$ cat config.mk
export PLATFORM = sky130hd
export DESIGN_NAME = gpio_report_sleep_config
export DESIGN_NICKNAME = d
export VERILOG_FILES = /design/src/rtl/gpio_report_sleep_pkg.sv /design/src/rtl/gpio_report_sleep_config.sv
export SDC_FILE = /design/constraint.sdc
export NUM_CORES = 1
export LEC_CHECK = 0
export BUFFER_PORTS_ARGS = -buffer_cell sky130_fd_sc_hd__buf_2
export CAP_MARGIN = 20
export CORE_MARGIN = 1.5
export CORE_UTILIZATION = 50
export DETAILED_ROUTE_END_ITERATION = 8
export PLACE_DENSITY = 0.69
export SYNTH_ARGS = -nofsm -noshare
export SYNTH_HDL_FRONTEND = slang
export SYNTH_SLANG_ARGS = --single-unit
$ cat constraint.sdc
create_clock -name mclk_i -period 4.8 [get_ports mclk_i]
set_clock_uncertainty 0.15 [all_clocks]
set_input_delay 0.24 -clock mclk_i [delete_from_list [all_inputs] [get_ports mclk_i]]
set_output_delay 0.24 -clock mclk_i [all_outputs]
set_load 0.01 [all_outputs]
$ cat src/rtl/gpio_report_sleep_pkg.sv
// Constants, types and register map of the GPIO report and sleep configuration block
// Contract
// - Message-select byte: two bits per input, input 0 in bits 0-1 up to input 3 in 6-7.
// - Code 0b00 sends a single-input event; it is the default selection.
// - Code 0b01 sends an event carrying the whole I/O parameter group.
// - Code 0b10 sends an announce packet; 0b11 is reserved and does nothing.
// - Events fire on falling edges only, so the reported pin state is 0.
// - Report control 0x00 enables periodic I/O group events; 0x01 disables, default. The code also turns them off on an interrupt-sleeping end node.
// - Report interval is 32-bit in ms, range 0x3e8 to 0xffffffff, default 0x3e8.
// - On sleeping end nodes interval accuracy is min of poll period and 500 ms.
// - Timer-sleeping end node wakes every poll period to poll parent; default 1 s.
// - Interrupt-woken end node polls parent at poll period while it stays awake.
// - After sending data an end node stays awake for the awake time, default 100 ms; the code does not wake a node that sends while asleep.
// - Sleep direction low six bits set pin direction in sleep, 1 output; default 0x00.
// - Sleep level low six bits drive output pins during sleep; default 0x3f.
// - On coordinator and router the end-node settings read back but do nothing.
// - Multi-byte values move least significant part first on both sides.
// - A pin event issues only when its enable bit, option bits 4-7, is set.
// - Sleep pin settings apply only with option bit 3; sleep inputs float.
package gpio_report_sleep_pkg;

  // ----------------------------------------
  // Register indices and byte addresses
  // ----------------------------------------
  localparam logic [5:0] IDX_OPTION = 6'h19;
  localparam logic [5:0] IDX_MSG_SELECT = 6'h1a;
  localparam logic [5:0] IDX_REPORT_CTRL = 6'h1b;
  localparam logic [5:0] IDX_REPORT_INTERVAL = 6'h1c;
  localparam logic [5:0] IDX_PARENT_POLL = 6'h20;
  localparam logic [5:0] IDX_RESERVED_WORD = 6'h22;
  localparam logic [5:0] IDX_AWAKE_TIME = 6'h24;
  localparam logic [5:0] IDX_SLEEP_DIR = 6'h26;
  localparam logic [5:0] IDX_SLEEP_LEVEL = 6'h27;
  localparam logic [5:0] IDX_NODE_CTRL = 6'h30;
  localparam logic [5:0] IDX_STATUS = 6'h31;
  localparam int ADDR_W = 8;
  localparam logic [7:0] ADDR_OPTION = {IDX_OPTION, 2'b00};
  localparam logic [7:0] ADDR_MSG_SELECT = {IDX_MSG_SELECT, 2'b00};
  localparam logic [7:0] ADDR_REPORT_CTRL = {IDX_REPORT_CTRL, 2'b00};
  localparam logic [7:0] ADDR_REPORT_INTERVAL = {IDX_REPORT_INTERVAL, 2'b00};
  localparam logic [7:0] ADDR_PARENT_POLL = {IDX_PARENT_POLL, 2'b00};
  localparam logic [7:0] ADDR_RESERVED_WORD = {IDX_RESERVED_WORD, 2'b00};
  localparam logic [7:0] ADDR_AWAKE_TIME = {IDX_AWAKE_TIME, 2'b00};
  localparam logic [7:0] ADDR_SLEEP_DIR = {IDX_SLEEP_DIR, 2'b00};
  localparam logic [7:0] ADDR_SLEEP_LEVEL = {IDX_SLEEP_LEVEL, 2'b00};
  localparam logic [7:0] ADDR_NODE_CTRL = {IDX_NODE_CTRL, 2'b00};
  localparam logic [7:0] ADDR_STATUS = {IDX_STATUS, 2'b00};

  // ----------------------------------------
  // Field positions and codes
  // ----------------------------------------
  localparam int OPT_INT_SLEEP_BIT = 2;
  localparam int OPT_SLEEP_PINS_BIT = 3;
  localparam int OPT_MSG_EN_LSB = 4;
  localparam int NODE_SLEEP_EN_BIT = 2;
  localparam int SLEEP_PINS = 6;
  localparam int INT_PINS = 4;
  localparam logic [1:0] ROLE_COORD = 2'h0;
  localparam logic [1:0] ROLE_ROUTER = 2'h1;
  localparam logic [1:0] ROLE_END = 2'h2;
  localparam logic [1:0] MSG_PIN_EVENT = 2'h0;
  localparam logic [1:0] MSG_IO_GROUP = 2'h1;
  localparam logic [1:0] MSG_ANNOUNCE = 2'h2;
  localparam logic [1:0] MSG_RESERVED = 2'h3;
  localparam logic [7:0] REPORT_ON = 8'h00;
  localparam logic [31:0] REPORT_MIN_MS = 32'h000003e8;
  localparam logic [1:0] RESP_OKAY = 2'h0;
  localparam logic [1:0] RESP_SLVERR = 2'h2;

  // ----------------------------------------
  // Timing
  // ----------------------------------------
  localparam int CLK_PERIOD_NS = 25;
  localparam int MS_PERIOD_NS = 1000000;
  localparam int CYCLES_PER_MS = MS_PERIOD_NS / CLK_PERIOD_NS;

  // ----------------------------------------
  // Types and reset values
  // ----------------------------------------
  typedef struct packed {
    logic [7:0] option;
    logic [7:0] msg_select;
    logic [7:0] report_ctrl;
    logic [31:0] report_interval;
    logic [15:0] parent_poll;
    logic [15:0] reserved_word;
    logic [15:0] awake_time;
    logic [7:0] sleep_dir;
    logic [7:0] sleep_level;
    logic [7:0] node_ctrl;
  } cfg_t;

  typedef struct packed {
    logic [1:0] kind;
    logic [1:0] pin;
    logic state;
  } msg_t;

  typedef enum logic [1:0] {
    ST_AWAKE = 2'b01,
    ST_ASLEEP = 2'b10
  } sleep_state_t;

  localparam logic [7:0] RST_OPTION = 8'hf3;
  localparam logic [7:0] RST_MSG_SELECT = 8'h00;
  localparam logic [7:0] RST_REPORT_CTRL = 8'h01;
  localparam logic [31:0] RST_REPORT_INTERVAL = 32'h000003e8;
  localparam logic [15:0] RST_PARENT_POLL = 16'h03e8;
  localparam logic [15:0] RST_RESERVED_WORD = 16'h0000;
  localparam logic [15:0] RST_AWAKE_TIME = 16'h0064;
  localparam logic [7:0] RST_SLEEP_DIR = 8'h00;
  localparam logic [7:0] RST_SLEEP_LEVEL = 8'h3f;
  localparam logic [7:0] RST_NODE_CTRL = 8'h00;
  localparam cfg_t CFG_RESET = '{RST_OPTION, RST_MSG_SELECT, RST_REPORT_CTRL, RST_REPORT_INTERVAL,
                                 RST_PARENT_POLL, RST_RESERVED_WORD, RST_AWAKE_TIME, RST_SLEEP_DIR,
                                 RST_SLEEP_LEVEL, RST_NODE_CTRL};

endpackage

$ cat src/rtl/gpio_report_sleep_config.sv
// GPIO event message, periodic report and end-node sleep configuration block
//
// The implementer's own choice: the AXI4-Lite slave port.
`timescale 1ns/1ps
module gpio_report_sleep_config
  import gpio_report_sleep_pkg::*;
#(
  parameter int unsigned CYCLES_PER_MS_P = CYCLES_PER_MS
) (
  // Clock and reset
  input wire logic mclk_i,
  input wire logic rst_b_i,
  // AXI4-Lite write channels
  input wire logic [ADDR_W-1:0] s_axi_awaddr_i,
  input wire logic s_axi_awvalid_i,
  output logic s_axi_awready_o,
  input wire logic [31:0] s_axi_wdata_i,
  input wire logic [3:0] s_axi_wstrb_i,
  input wire logic s_axi_wvalid_i,
  output logic s_axi_wready_o,
  output logic [1:0] s_axi_bresp_o,
  output logic s_axi_bvalid_o,
  input wire logic s_axi_bready_i,
  // AXI4-Lite read channels
  input wire logic [ADDR_W-1:0] s_axi_araddr_i,
  input wire logic s_axi_arvalid_i,
  output logic s_axi_arready_o,
  output logic [31:0] s_axi_rdata_o,
  output logic [1:0] s_axi_rresp_o,
  output logic s_axi_rvalid_o,
  input wire logic s_axi_rready_i,
  // GPIO pins
  input wire logic [INT_PINS-1:0] gpio_in_i,
  input wire logic [SLEEP_PINS-1:0] app_gpio_out_i,
  input wire logic [SLEEP_PINS-1:0] app_gpio_oe_i,
  output logic [SLEEP_PINS-1:0] gpio_out_o,
  output logic [SLEEP_PINS-1:0] gpio_oe_o,
  // Radio side
  input wire logic data_sent_i,
  output logic msg_valid_o,
  output msg_t msg_o,
  output logic poll_request_o,
  output logic asleep_o
);

  // ----------------------------------------
  // Functions
  // ----------------------------------------
  function automatic logic [31:0] lane_merge(logic [31:0] old, logic [31:0] d, logic [3:0] s);
    logic [31:0] r;
    r = old;
    for (int b = 0; b < 4; b++) begin
      if (s[b]) begin
        r[8*b +: 8] = d[8*b +: 8];
      end
    end
    return r;
  endfunction

  function automatic logic reg_mapped(logic [5:0] idx);
    case (idx)
      IDX_OPTION, IDX_MSG_SELECT, IDX_REPORT_CTRL, IDX_REPORT_INTERVAL, IDX_PARENT_POLL,
      IDX_RESERVED_WORD, IDX_AWAKE_TIME, IDX_SLEEP_DIR, IDX_SLEEP_LEVEL, IDX_NODE_CTRL,
      IDX_STATUS: reg_mapped = 1'b1;
      default: reg_mapped = 1'b0;
    endcase
  endfunction

  function automatic logic [31:0] reg_read(logic [5:0] idx, cfg_t c, logic [31:0] st);
    case (idx)
      IDX_OPTION: reg_read = {24'h0, c.option};
      IDX_MSG_SELECT: reg_read = {24'h0, c.msg_select};
      IDX_REPORT_CTRL: reg_read = {24'h0, c.report_ctrl};
      IDX_REPORT_INTERVAL: reg_read = c.report_interval;
      IDX_PARENT_POLL: reg_read = {16'h0, c.parent_poll};
      IDX_RESERVED_WORD: reg_read = {16'h0, c.reserved_word};
      IDX_AWAKE_TIME: reg_read = {16'h0, c.awake_time};
      IDX_SLEEP_DIR: reg_read = {24'h0, c.sleep_dir};
      IDX_SLEEP_LEVEL: reg_read = {24'h0, c.sleep_level};
      IDX_NODE_CTRL: reg_read = {24'h0, c.node_ctrl};
      IDX_STATUS: reg_read = st;
      default: reg_read = 32'h0;
    endcase
  endfunction

  // ----------------------------------------
  // State
  // ----------------------------------------
  cfg_t cfg, next_cfg;
  logic aw_open, next_aw_open, w_open, next_w_open, ar_open, next_ar_open;
  logic [5:0] aw_idx, next_aw_idx;
  logic [31:0] w_data, next_w_data;
  logic [3:0] w_strb, next_w_strb;
  logic bvalid, next_bvalid, rvalid, next_rvalid;
  logic [1:0] bresp, next_bresp, rresp, next_rresp;
  logic [31:0] rdata, next_rdata;
  logic interval_wr, next_interval_wr;
  logic [INT_PINS-1:0] pin_s1, pin_s2, pin_s3;
  logic [15:0] ms_pre, next_ms_pre;
  logic [31:0] rpt_ms, next_rpt_ms;
  logic [15:0] poll_ms, next_poll_ms, awake_ms, next_awake_ms;
  logic [INT_PINS-1:0] pend, next_pend;
  logic rpt_pend, next_rpt_pend;
  logic [7:0] event_cnt, next_event_cnt;
  sleep_state_t state, next_state;
  logic msg_valid, next_msg_valid, poll_req, next_poll_req;
  msg_t msg, next_msg;
  logic [SLEEP_PINS-1:0] pin_out, next_pin_out, pin_oe, next_pin_oe;

  logic tick, end_node, sleep_on, int_sleep, report_on, report_fire, poll_run, poll_fire;
  logic [INT_PINS-1:0] fall;
  logic [31:0] eff_interval, status_word;

  assign fall = pin_s3 & ~pin_s2;
  assign tick = (ms_pre == 16'(CYCLES_PER_MS_P - 1));
  assign end_node = (cfg.node_ctrl[1:0] == ROLE_END);
  assign sleep_on = end_node & cfg.node_ctrl[NODE_SLEEP_EN_BIT];
  assign int_sleep = sleep_on & cfg.option[OPT_INT_SLEEP_BIT];
  assign report_on = (cfg.report_ctrl == REPORT_ON) & ~int_sleep;
  assign eff_interval = (cfg.report_interval < REPORT_MIN_MS) ? REPORT_MIN_MS : cfg.report_interval;
  assign status_word = {16'h0, event_cnt, 6'h0, report_on, state == ST_ASLEEP};

  // ----------------------------------------
  // Register bus
  // ----------------------------------------
  always_comb begin
    next_cfg = cfg;
    next_aw_open = aw_open;
    next_w_open = w_open;
    next_ar_open = ar_open;
    next_aw_idx = aw_idx;
    next_w_data = w_data;
    next_w_strb = w_strb;
    next_bvalid = bvalid;
    next_bresp = bresp;
    next_rvalid = rvalid;
    next_rresp = rresp;
    next_rdata = rdata;
    next_interval_wr = 1'b0;
    if (aw_open && s_axi_awvalid_i) begin
      next_aw_open = 1'b0;
      next_aw_idx = s_axi_awaddr_i[7:2];
    end
    if (w_open && s_axi_wvalid_i) begin
      next_w_open = 1'b0;
      next_w_data = s_axi_wdata_i;
      next_w_strb = s_axi_wstrb_i;
    end
    if (bvalid && s_axi_bready_i) begin
      next_bvalid = 1'b0;
      next_aw_open = 1'b1;
      next_w_open = 1'b1;
    end
    if (!aw_open && !w_open && !bvalid) begin
      next_bvalid = 1'b1;
      next_bresp = reg_mapped(aw_idx) ? RESP_OKAY : RESP_SLVERR;
      case (aw_idx)
        IDX_OPTION: next_cfg.option = 8'(lane_merge({24'h0, cfg.option}, w_data, w_strb));
        IDX_MSG_SELECT: next_cfg.msg_select = 8'(lane_merge({24'h0, cfg.msg_select}, w_data, w_strb));
        IDX_REPORT_CTRL: next_cfg.report_ctrl = 8'(lane_merge({24'h0, cfg.report_ctrl}, w_data, w_strb));
        IDX_REPORT_INTERVAL: begin
          next_cfg.report_interval = lane_merge(cfg.report_interval, w_data, w_strb);
          next_interval_wr = 1'b1;
        end
        IDX_PARENT_POLL: next_cfg.parent_poll = 16'(lane_merge({16'h0, cfg.parent_poll}, w_data, w_strb));
        IDX_RESERVED_WORD: next_cfg.reserved_word = 16'(lane_merge({16'h0, cfg.reserved_word}, w_data, w_strb));
        IDX_AWAKE_TIME: next_cfg.awake_time = 16'(lane_merge({16'h0, cfg.awake_time}, w_data, w_strb));
        IDX_SLEEP_DIR: next_cfg.sleep_dir = 8'(lane_merge({24'h0, cfg.sleep_dir}, w_data, w_strb));
        IDX_SLEEP_LEVEL: next_cfg.sleep_level = 8'(lane_merge({24'h0, cfg.sleep_level}, w_data, w_strb));
        IDX_NODE_CTRL: next_cfg.node_ctrl = 8'(lane_merge({24'h0, cfg.node_ctrl}, w_data, w_strb));
        default: next_cfg = cfg;
      endcase
    end
    if (rvalid && s_axi_rready_i) begin
      next_rvalid = 1'b0;
      next_ar_open = 1'b1;
    end
    if (ar_open && s_axi_arvalid_i) begin
      next_ar_open = 1'b0;
      next_rvalid = 1'b1;
      next_rdata = reg_read(s_axi_araddr_i[7:2], cfg, status_word);
      next_rresp = reg_mapped(s_axi_araddr_i[7:2]) ? RESP_OKAY : RESP_SLVERR;
    end
  end

  always_ff @(posedge mclk_i or negedge rst_b_i) begin
    if (!rst_b_i) begin
      cfg <= CFG_RESET;
      aw_open <= 1'b1;
      w_open <= 1'b1;
      ar_open <= 1'b1;
      aw_idx <= 6'h00;
      w_data <= 32'h0;
      w_strb <= 4'h0;
      bvalid <= 1'b0;
      bresp <= RESP_OKAY;
      rvalid <= 1'b0;
      rresp <= RESP_OKAY;
      rdata <= 32'h0;
      interval_wr <= 1'b0;
    end else begin
      cfg <= next_cfg;
      aw_open <= next_aw_open;
      w_open <= next_w_open;
      ar_open <= next_ar_open;
      aw_idx <= next_aw_idx;
      w_data <= next_w_data;
      w_strb <= next_w_strb;
      bvalid <= next_bvalid;
      bresp <= next_bresp;
      rvalid <= next_rvalid;
      rresp <= next_rresp;
      rdata <= next_rdata;
      interval_wr <= next_interval_wr;
    end
  end

  // ----------------------------------------
  // Timers, messages and sleep control
  // ----------------------------------------
  always_comb begin
    logic [1:0] sel;
    logic [1:0] code;
    logic sent;
    sel = 2'h0;
    code = MSG_PIN_EVENT;
    sent = 1'b0;
    next_ms_pre = tick ? 16'h0 : ms_pre + 16'h1;
    // Periodic report timer
    report_fire = 1'b0;
    next_rpt_ms = rpt_ms;
    if (!report_on || interval_wr) begin
      next_rpt_ms = 32'h0;
    end else if (tick) begin
      if (rpt_ms + 32'h1 >= eff_interval) begin
        report_fire = 1'b1;
        next_rpt_ms = 32'h0;
      end else begin
        next_rpt_ms = rpt_ms + 32'h1;
      end
    end
    // Parent poll timer
    poll_run = sleep_on & (~int_sleep | (state == ST_AWAKE));
    poll_fire = 1'b0;
    next_poll_ms = poll_ms;
    if (!poll_run) begin
      next_poll_ms = 16'h0;
    end else if (tick) begin
      if (poll_ms + 16'h1 >= cfg.parent_poll) begin
        poll_fire = 1'b1;
        next_poll_ms = 16'h0;
      end else begin
        next_poll_ms = poll_ms + 16'h1;
      end
    end
    next_poll_req = poll_fire;
    // Message issue, one per cycle, lowest pin first
    next_msg_valid = 1'b0;
    next_msg = msg;
    next_event_cnt = event_cnt;
    next_pend = pend;
    next_rpt_pend = rpt_pend | report_fire;
    for (int i = INT_PINS - 1; i >= 0; i--) begin
      if (pend[i]) begin
        sel = 2'(i);
      end
    end
    code = cfg.msg_select[2*sel +: 2];
    if (|pend) begin
      next_pend[sel] = 1'b0;
      if (code != MSG_RESERVED) begin
        next_msg_valid = 1'b1;
        next_msg = '{kind: code, pin: sel, state: 1'b0};
      end
    end else if (rpt_pend) begin
      next_rpt_pend = report_fire;
      next_msg_valid = 1'b1;
      next_msg = '{kind: MSG_IO_GROUP, pin: 2'h0, state: 1'b0};
    end
    next_pend = next_pend | (fall & cfg.option[OPT_MSG_EN_LSB +: INT_PINS]);
    if (next_msg_valid) begin
      next_event_cnt = event_cnt + 8'h1;
    end
    sent = next_msg_valid | data_sent_i;
    // Sleep state machine
    next_state = state;
    next_awake_ms = awake_ms;
    case (state)
      ST_AWAKE: begin
        if (sent) begin
          next_awake_ms = 16'h0;
        end else if (tick) begin
          if (awake_ms + 16'h1 >= cfg.awake_time) begin
            next_state = ST_ASLEEP;
            next_awake_ms = 16'h0;
          end else begin
            next_awake_ms = awake_ms + 16'h1;
          end
        end
      end
      ST_ASLEEP: begin
        if ((|fall) || (!int_sleep && poll_fire)) begin
          next_state = ST_AWAKE;
          next_awake_ms = 16'h0;
        end
      end
      default: begin
        next_state = ST_AWAKE;
        next_awake_ms = 16'h0;
      end
    endcase
    if (!sleep_on) begin
      next_state = ST_AWAKE;
      next_awake_ms = 16'h0;
    end
    // Pin drive
    if (state == ST_ASLEEP && cfg.option[OPT_SLEEP_PINS_BIT]) begin
      next_pin_oe = cfg.sleep_dir[SLEEP_PINS-1:0];
      next_pin_out = cfg.sleep_level[SLEEP_PINS-1:0];
    end else begin
      next_pin_oe = app_gpio_oe_i;
      next_pin_out = app_gpio_out_i;
    end
  end

  always_ff @(posedge mclk_i or negedge rst_b_i) begin
    if (!rst_b_i) begin
      pin_s1 <= '1;
      pin_s2 <= '1;
      pin_s3 <= '1;
      ms_pre <= 16'h0;
      rpt_ms <= 32'h0;
      poll_ms <= 16'h0;
      awake_ms <= 16'h0;
      pend <= '0;
      rpt_pend <= 1'b0;
      event_cnt <= 8'h0;
      state <= ST_AWAKE;
      msg_valid <= 1'b0;
      msg <= '0;
      poll_req <= 1'b0;
      pin_out <= '0;
      pin_oe <= '0;
    end else begin
      pin_s1 <= gpio_in_i;
      pin_s2 <= pin_s1;
      pin_s3 <= pin_s2;
      ms_pre <= next_ms_pre;
      rpt_ms <= next_rpt_ms;
      poll_ms <= next_poll_ms;
      awake_ms <= next_awake_ms;
      pend <= next_pend;
      rpt_pend <= next_rpt_pend;
      event_cnt <= next_event_cnt;
      state <= next_state;
      msg_valid <= next_msg_valid;
      msg <= next_msg;
      poll_req <= next_poll_req;
      pin_out <= next_pin_out;
      pin_oe <= next_pin_oe;
    end
  end

  // ----------------------------------------
  // Outputs
  // ----------------------------------------
  assign s_axi_awready_o = aw_open;
  assign s_axi_wready_o = w_open;
  assign s_axi_bvalid_o = bvalid;
  assign s_axi_bresp_o = bresp;
  assign s_axi_arready_o = ar_open;
  assign s_axi_rvalid_o = rvalid;
  assign s_axi_rresp_o = rresp;
  assign s_axi_rdata_o = rdata;
  assign msg_valid_o = msg_valid;
  assign msg_o = msg;
  assign poll_request_o = poll_req;
  assign asleep_o = state[1];
  assign gpio_out_o = pin_out;
  assign gpio_oe_o = pin_oe;

endmodule

==> flow_summary.toml <==
[setup_path]
arrival_ns = 4.46
ff2ff_path_depth = 13
worstPathRequired_ns = 5.05
r2r_end = "awake_ms[15]"
cp-end-kind = "flop"
worstSetupStartpointType = "flop"
worstSetupPathType = "flop to flop"
cp_max_fo = 8
r2r_slack_ns = 0.59
timing.rr.start = "poll_ms[0]"

[power]
ir_drop_mv = 0.393
p_leak_nw = 9.17
power_density_nw_per_um2 = 516
power.total_w = 0.0102

[cts]
cts_resized = 0
cts_num_sinks = 335
clk_latency_ns = 0.53
postCtsSetupBuffers = 0
cts_max_level = 2
path_clk_slew_ns = 0.06
hold_buffers = 69
cts_tree = "yes"
cts_root_buf = "clkbuf_16"
cts.path.max_buffers = 3
cts_buffers = 37

[sta]
tightest_slew_ns = 1.03
final_max_slew_viol_count = 0
finalHoldViolCount = 0
finalWorstSetupSlack_ns = 0.593
finalSetupTns_ns = 0
max-slew-margin-rel = 0.314
period_share = 0.876
rsz0062_at_grt = "no"
max_freq_mhz = 238
setup_viol_count_final = 0
period_needed_ns = 4.21

[status]
status = "complete, no violations"

[global_route]
grt_usage = 0.252
grt_pass1_vias = 12500
antenna_found_initial = 0
overflow = 0
grt_max_degree = 136
grt_pass1_wl_mm = 67.2

[synthesis]
yosysUniqueCellTypes = 71
netlist_area_um2 = 16700
synth_ff_type = "dfrtp_1"
ys_ff_latch = 335
netlist_instances = 1481
synth.area.top_cells = "dfrtp_1 43%, mux2_2 12%, dfstp_2 6.9%"
async_reset_ff_frac = 1.00
yosysTopAreaCell = "dfrtp_1"
synth-seq-area-share = 0.504
syn_area_per_cell_um2 = 11.3
synth_edf_count = 0
synth_warnings = 0
synth_top_area_share = 0.435

[detailed_routing]
wirelength_mm = 42.8
first_iter_violations = 785
num_vias = 12500
drt-vias-per-instance = 5.83
drtPass1Iterations = 6
ant_nets = 0
avgRoutedWirePerCell_um = 19.9
drc = 0

[die]
coreArea_um2 = 32800
die_width_um = 186
io_pins = 137
dieArea_um2 = 34600
die_h_um = 186
row_count = 66
initial_core_util = 0.511

[placement]
port_buffers = 129
dpl-instance-area_um2 = 17900
gp_congestion = 0.862
dp_hpwl_mm = 29.7
dp_slack_ns = 0.680
placed_cells_incl_taps = 2009

[final_layout]
drive_gt1_frac = 0.273
fin_area_um2 = 19800
fin_nets = 1821
areaGrowthSynthToFinish_pct = 18.4
fin_cells = 2146
n_antenna_cell = 0

[worst_hold_path]
holdPathStages = 3
hold_start = "s_axi_araddr_i[5]"
hold_class = "input port to flop"
hold_end = "s_axi_rresp_o[1]"

[flow_run]
maxCapViolCount = 0
routing by layer:
layer,vias to the layer above,wire [um],GRT usage
li1,5766,-,-
met2,383,19800,0.402
met5,-,0,0
met4,0,1410,0.0894
met3,86,2570,0.0395
met1,6272,19000,0.348
critical path: stages, from the launching register on:
cell      delay (ns)
dfrtp_1         0.43
ha_1            0.24
nand3_1         0.15
nor4_1          0.50
and3_1          0.25
and3_1          0.21
xor2_1          0.09
ha_1            0.29
and3_1          0.19
nand4_1         0.13
o211ai_1        0.47
a21o_1          0.22
and2_1          0.39
mux2_1          0.37
synth_stat cells, types with 3 or more instances:
master / number
dfrtp_1: 291
mux2_2: 185
nand2_1: 115
nor2_1: 80
inv_1: 72
ha_1: 69
o21ai_0: 49
nand3_1: 47
xnor2_1: 45
dfstp_2: 44
clkbuf_1: 43
xor2_1: 32
a21oi_1: 30
a32o_1: 26
a31oi_1: 25
o31ai_1: 23
nor2b_1: 22
and3_1: 21
nand4_1: 21
a22oi_1: 18
nor3_1: 18
a21o_1: 14
a22o_1: 14
nor4_1: 14
nand2b_1: 13
a222oi_1: 12
and2_1: 11
o211ai_1: 11
a211oi_1: 9
buf_2: 9
mux2i_1: 9
a221oi_1: 8
o2bb2ai_1: 8
buf_4: 7
mux2_1: 7
or2_2: 6
and4_1: 4
or3_1: 4
buf_1: 3
nand3b_1: 3
o22ai_1: 3
state kept, by name, summed over array words and instances (netlist names), 2 cells and up:
signal and count:
gpio_out_o 6, aw_idx 6, state 2, pin_s2 4, ms_pre 16, cfg 128
w_data 32, w_strb 4, msg_o 4, gpio_oe_o 6, event_cnt 8, s_axi_rdata_o 32
awake_ms 16, rpt_ms 32, poll_ms 16, pin_s1 4, pend 4, pin_s3 4
cells in the final DEF, fill, tap and decap left out, drive strengths merged, types with 22 or more instances in the layout:
master,n
dlygate4sd3,69
nor2b,22
dfrtp,291
o21ai,50
mux2,192
and3,23
buf,147
nand3,48
nand4,23
a32o,26
xnor2,46
a21oi,30
ha,69
nor2,82
clkbuf,53
o31ai,23
inv,73
a31oi,26
xor2,32
nand2,115
dfstp,44
report_power, final:
group	switching [W]	total (W)	internal (W)
Sequential	0.000791	0.00439	0.00360
Combinational	0.00166	0.00293	0.00127
Clock	0.00118	0.00290	0.00173
Total	0.00363	0.0102	0.00660
how the worst max path moves through the flow:
stage                     from      endpoint  cells past startpoint
detailed placement  poll_ms[0]   awake_ms[9]                     13
global route        poll_ms[0]  awake_ms[15]                     13
finish              poll_ms[0]  awake_ms[15]                     13
floorplan            rpt_ms[2]    rpt_ms[10]                     13
CTS                  rpt_ms[0]    rpt_ms[29]                     14
global placement    poll_ms[0]   awake_ms[4]                     13
cells by family (layout without fill, tap and decap cells):
group	Yosys count	in the layout	share of synthesized area
and+or+nand+nor	397	397	0.120
DFF	335	335	0.504
AOI/OAI and AO/OA	265	265	0.116
muxes	201	201	0.135
buffers and inverters	135	356	0.0325
xor gates and xnor gates	78	78	0.0412
adders and majority gates	69	69	0.0516
other	1	3	0.000224
layout make-up:
class,instances,area (um2)
clock inverters,14,181
inverters,73,274
fillers,2625,13000
flip-flops and latches,335,8440
multi-input cells,1013,7800
repair buffers,216,1510
well taps,442,553
clock buffers,53,1070
through the flow:
| step | util | hold WS [ns] |
|---|---|---|
| floorplan | - | -0.206 |
| global placement | 0.545 | 0.192 |
| detailed placement | 0.545 | 0.195 |
| CTS | 0.604 | 0.0241 |
| global route | 0.605 | 0.0560 |
| finish | 0.605 | 0.0486 |
No activity file was read; power rests on OpenSTA's default activity.
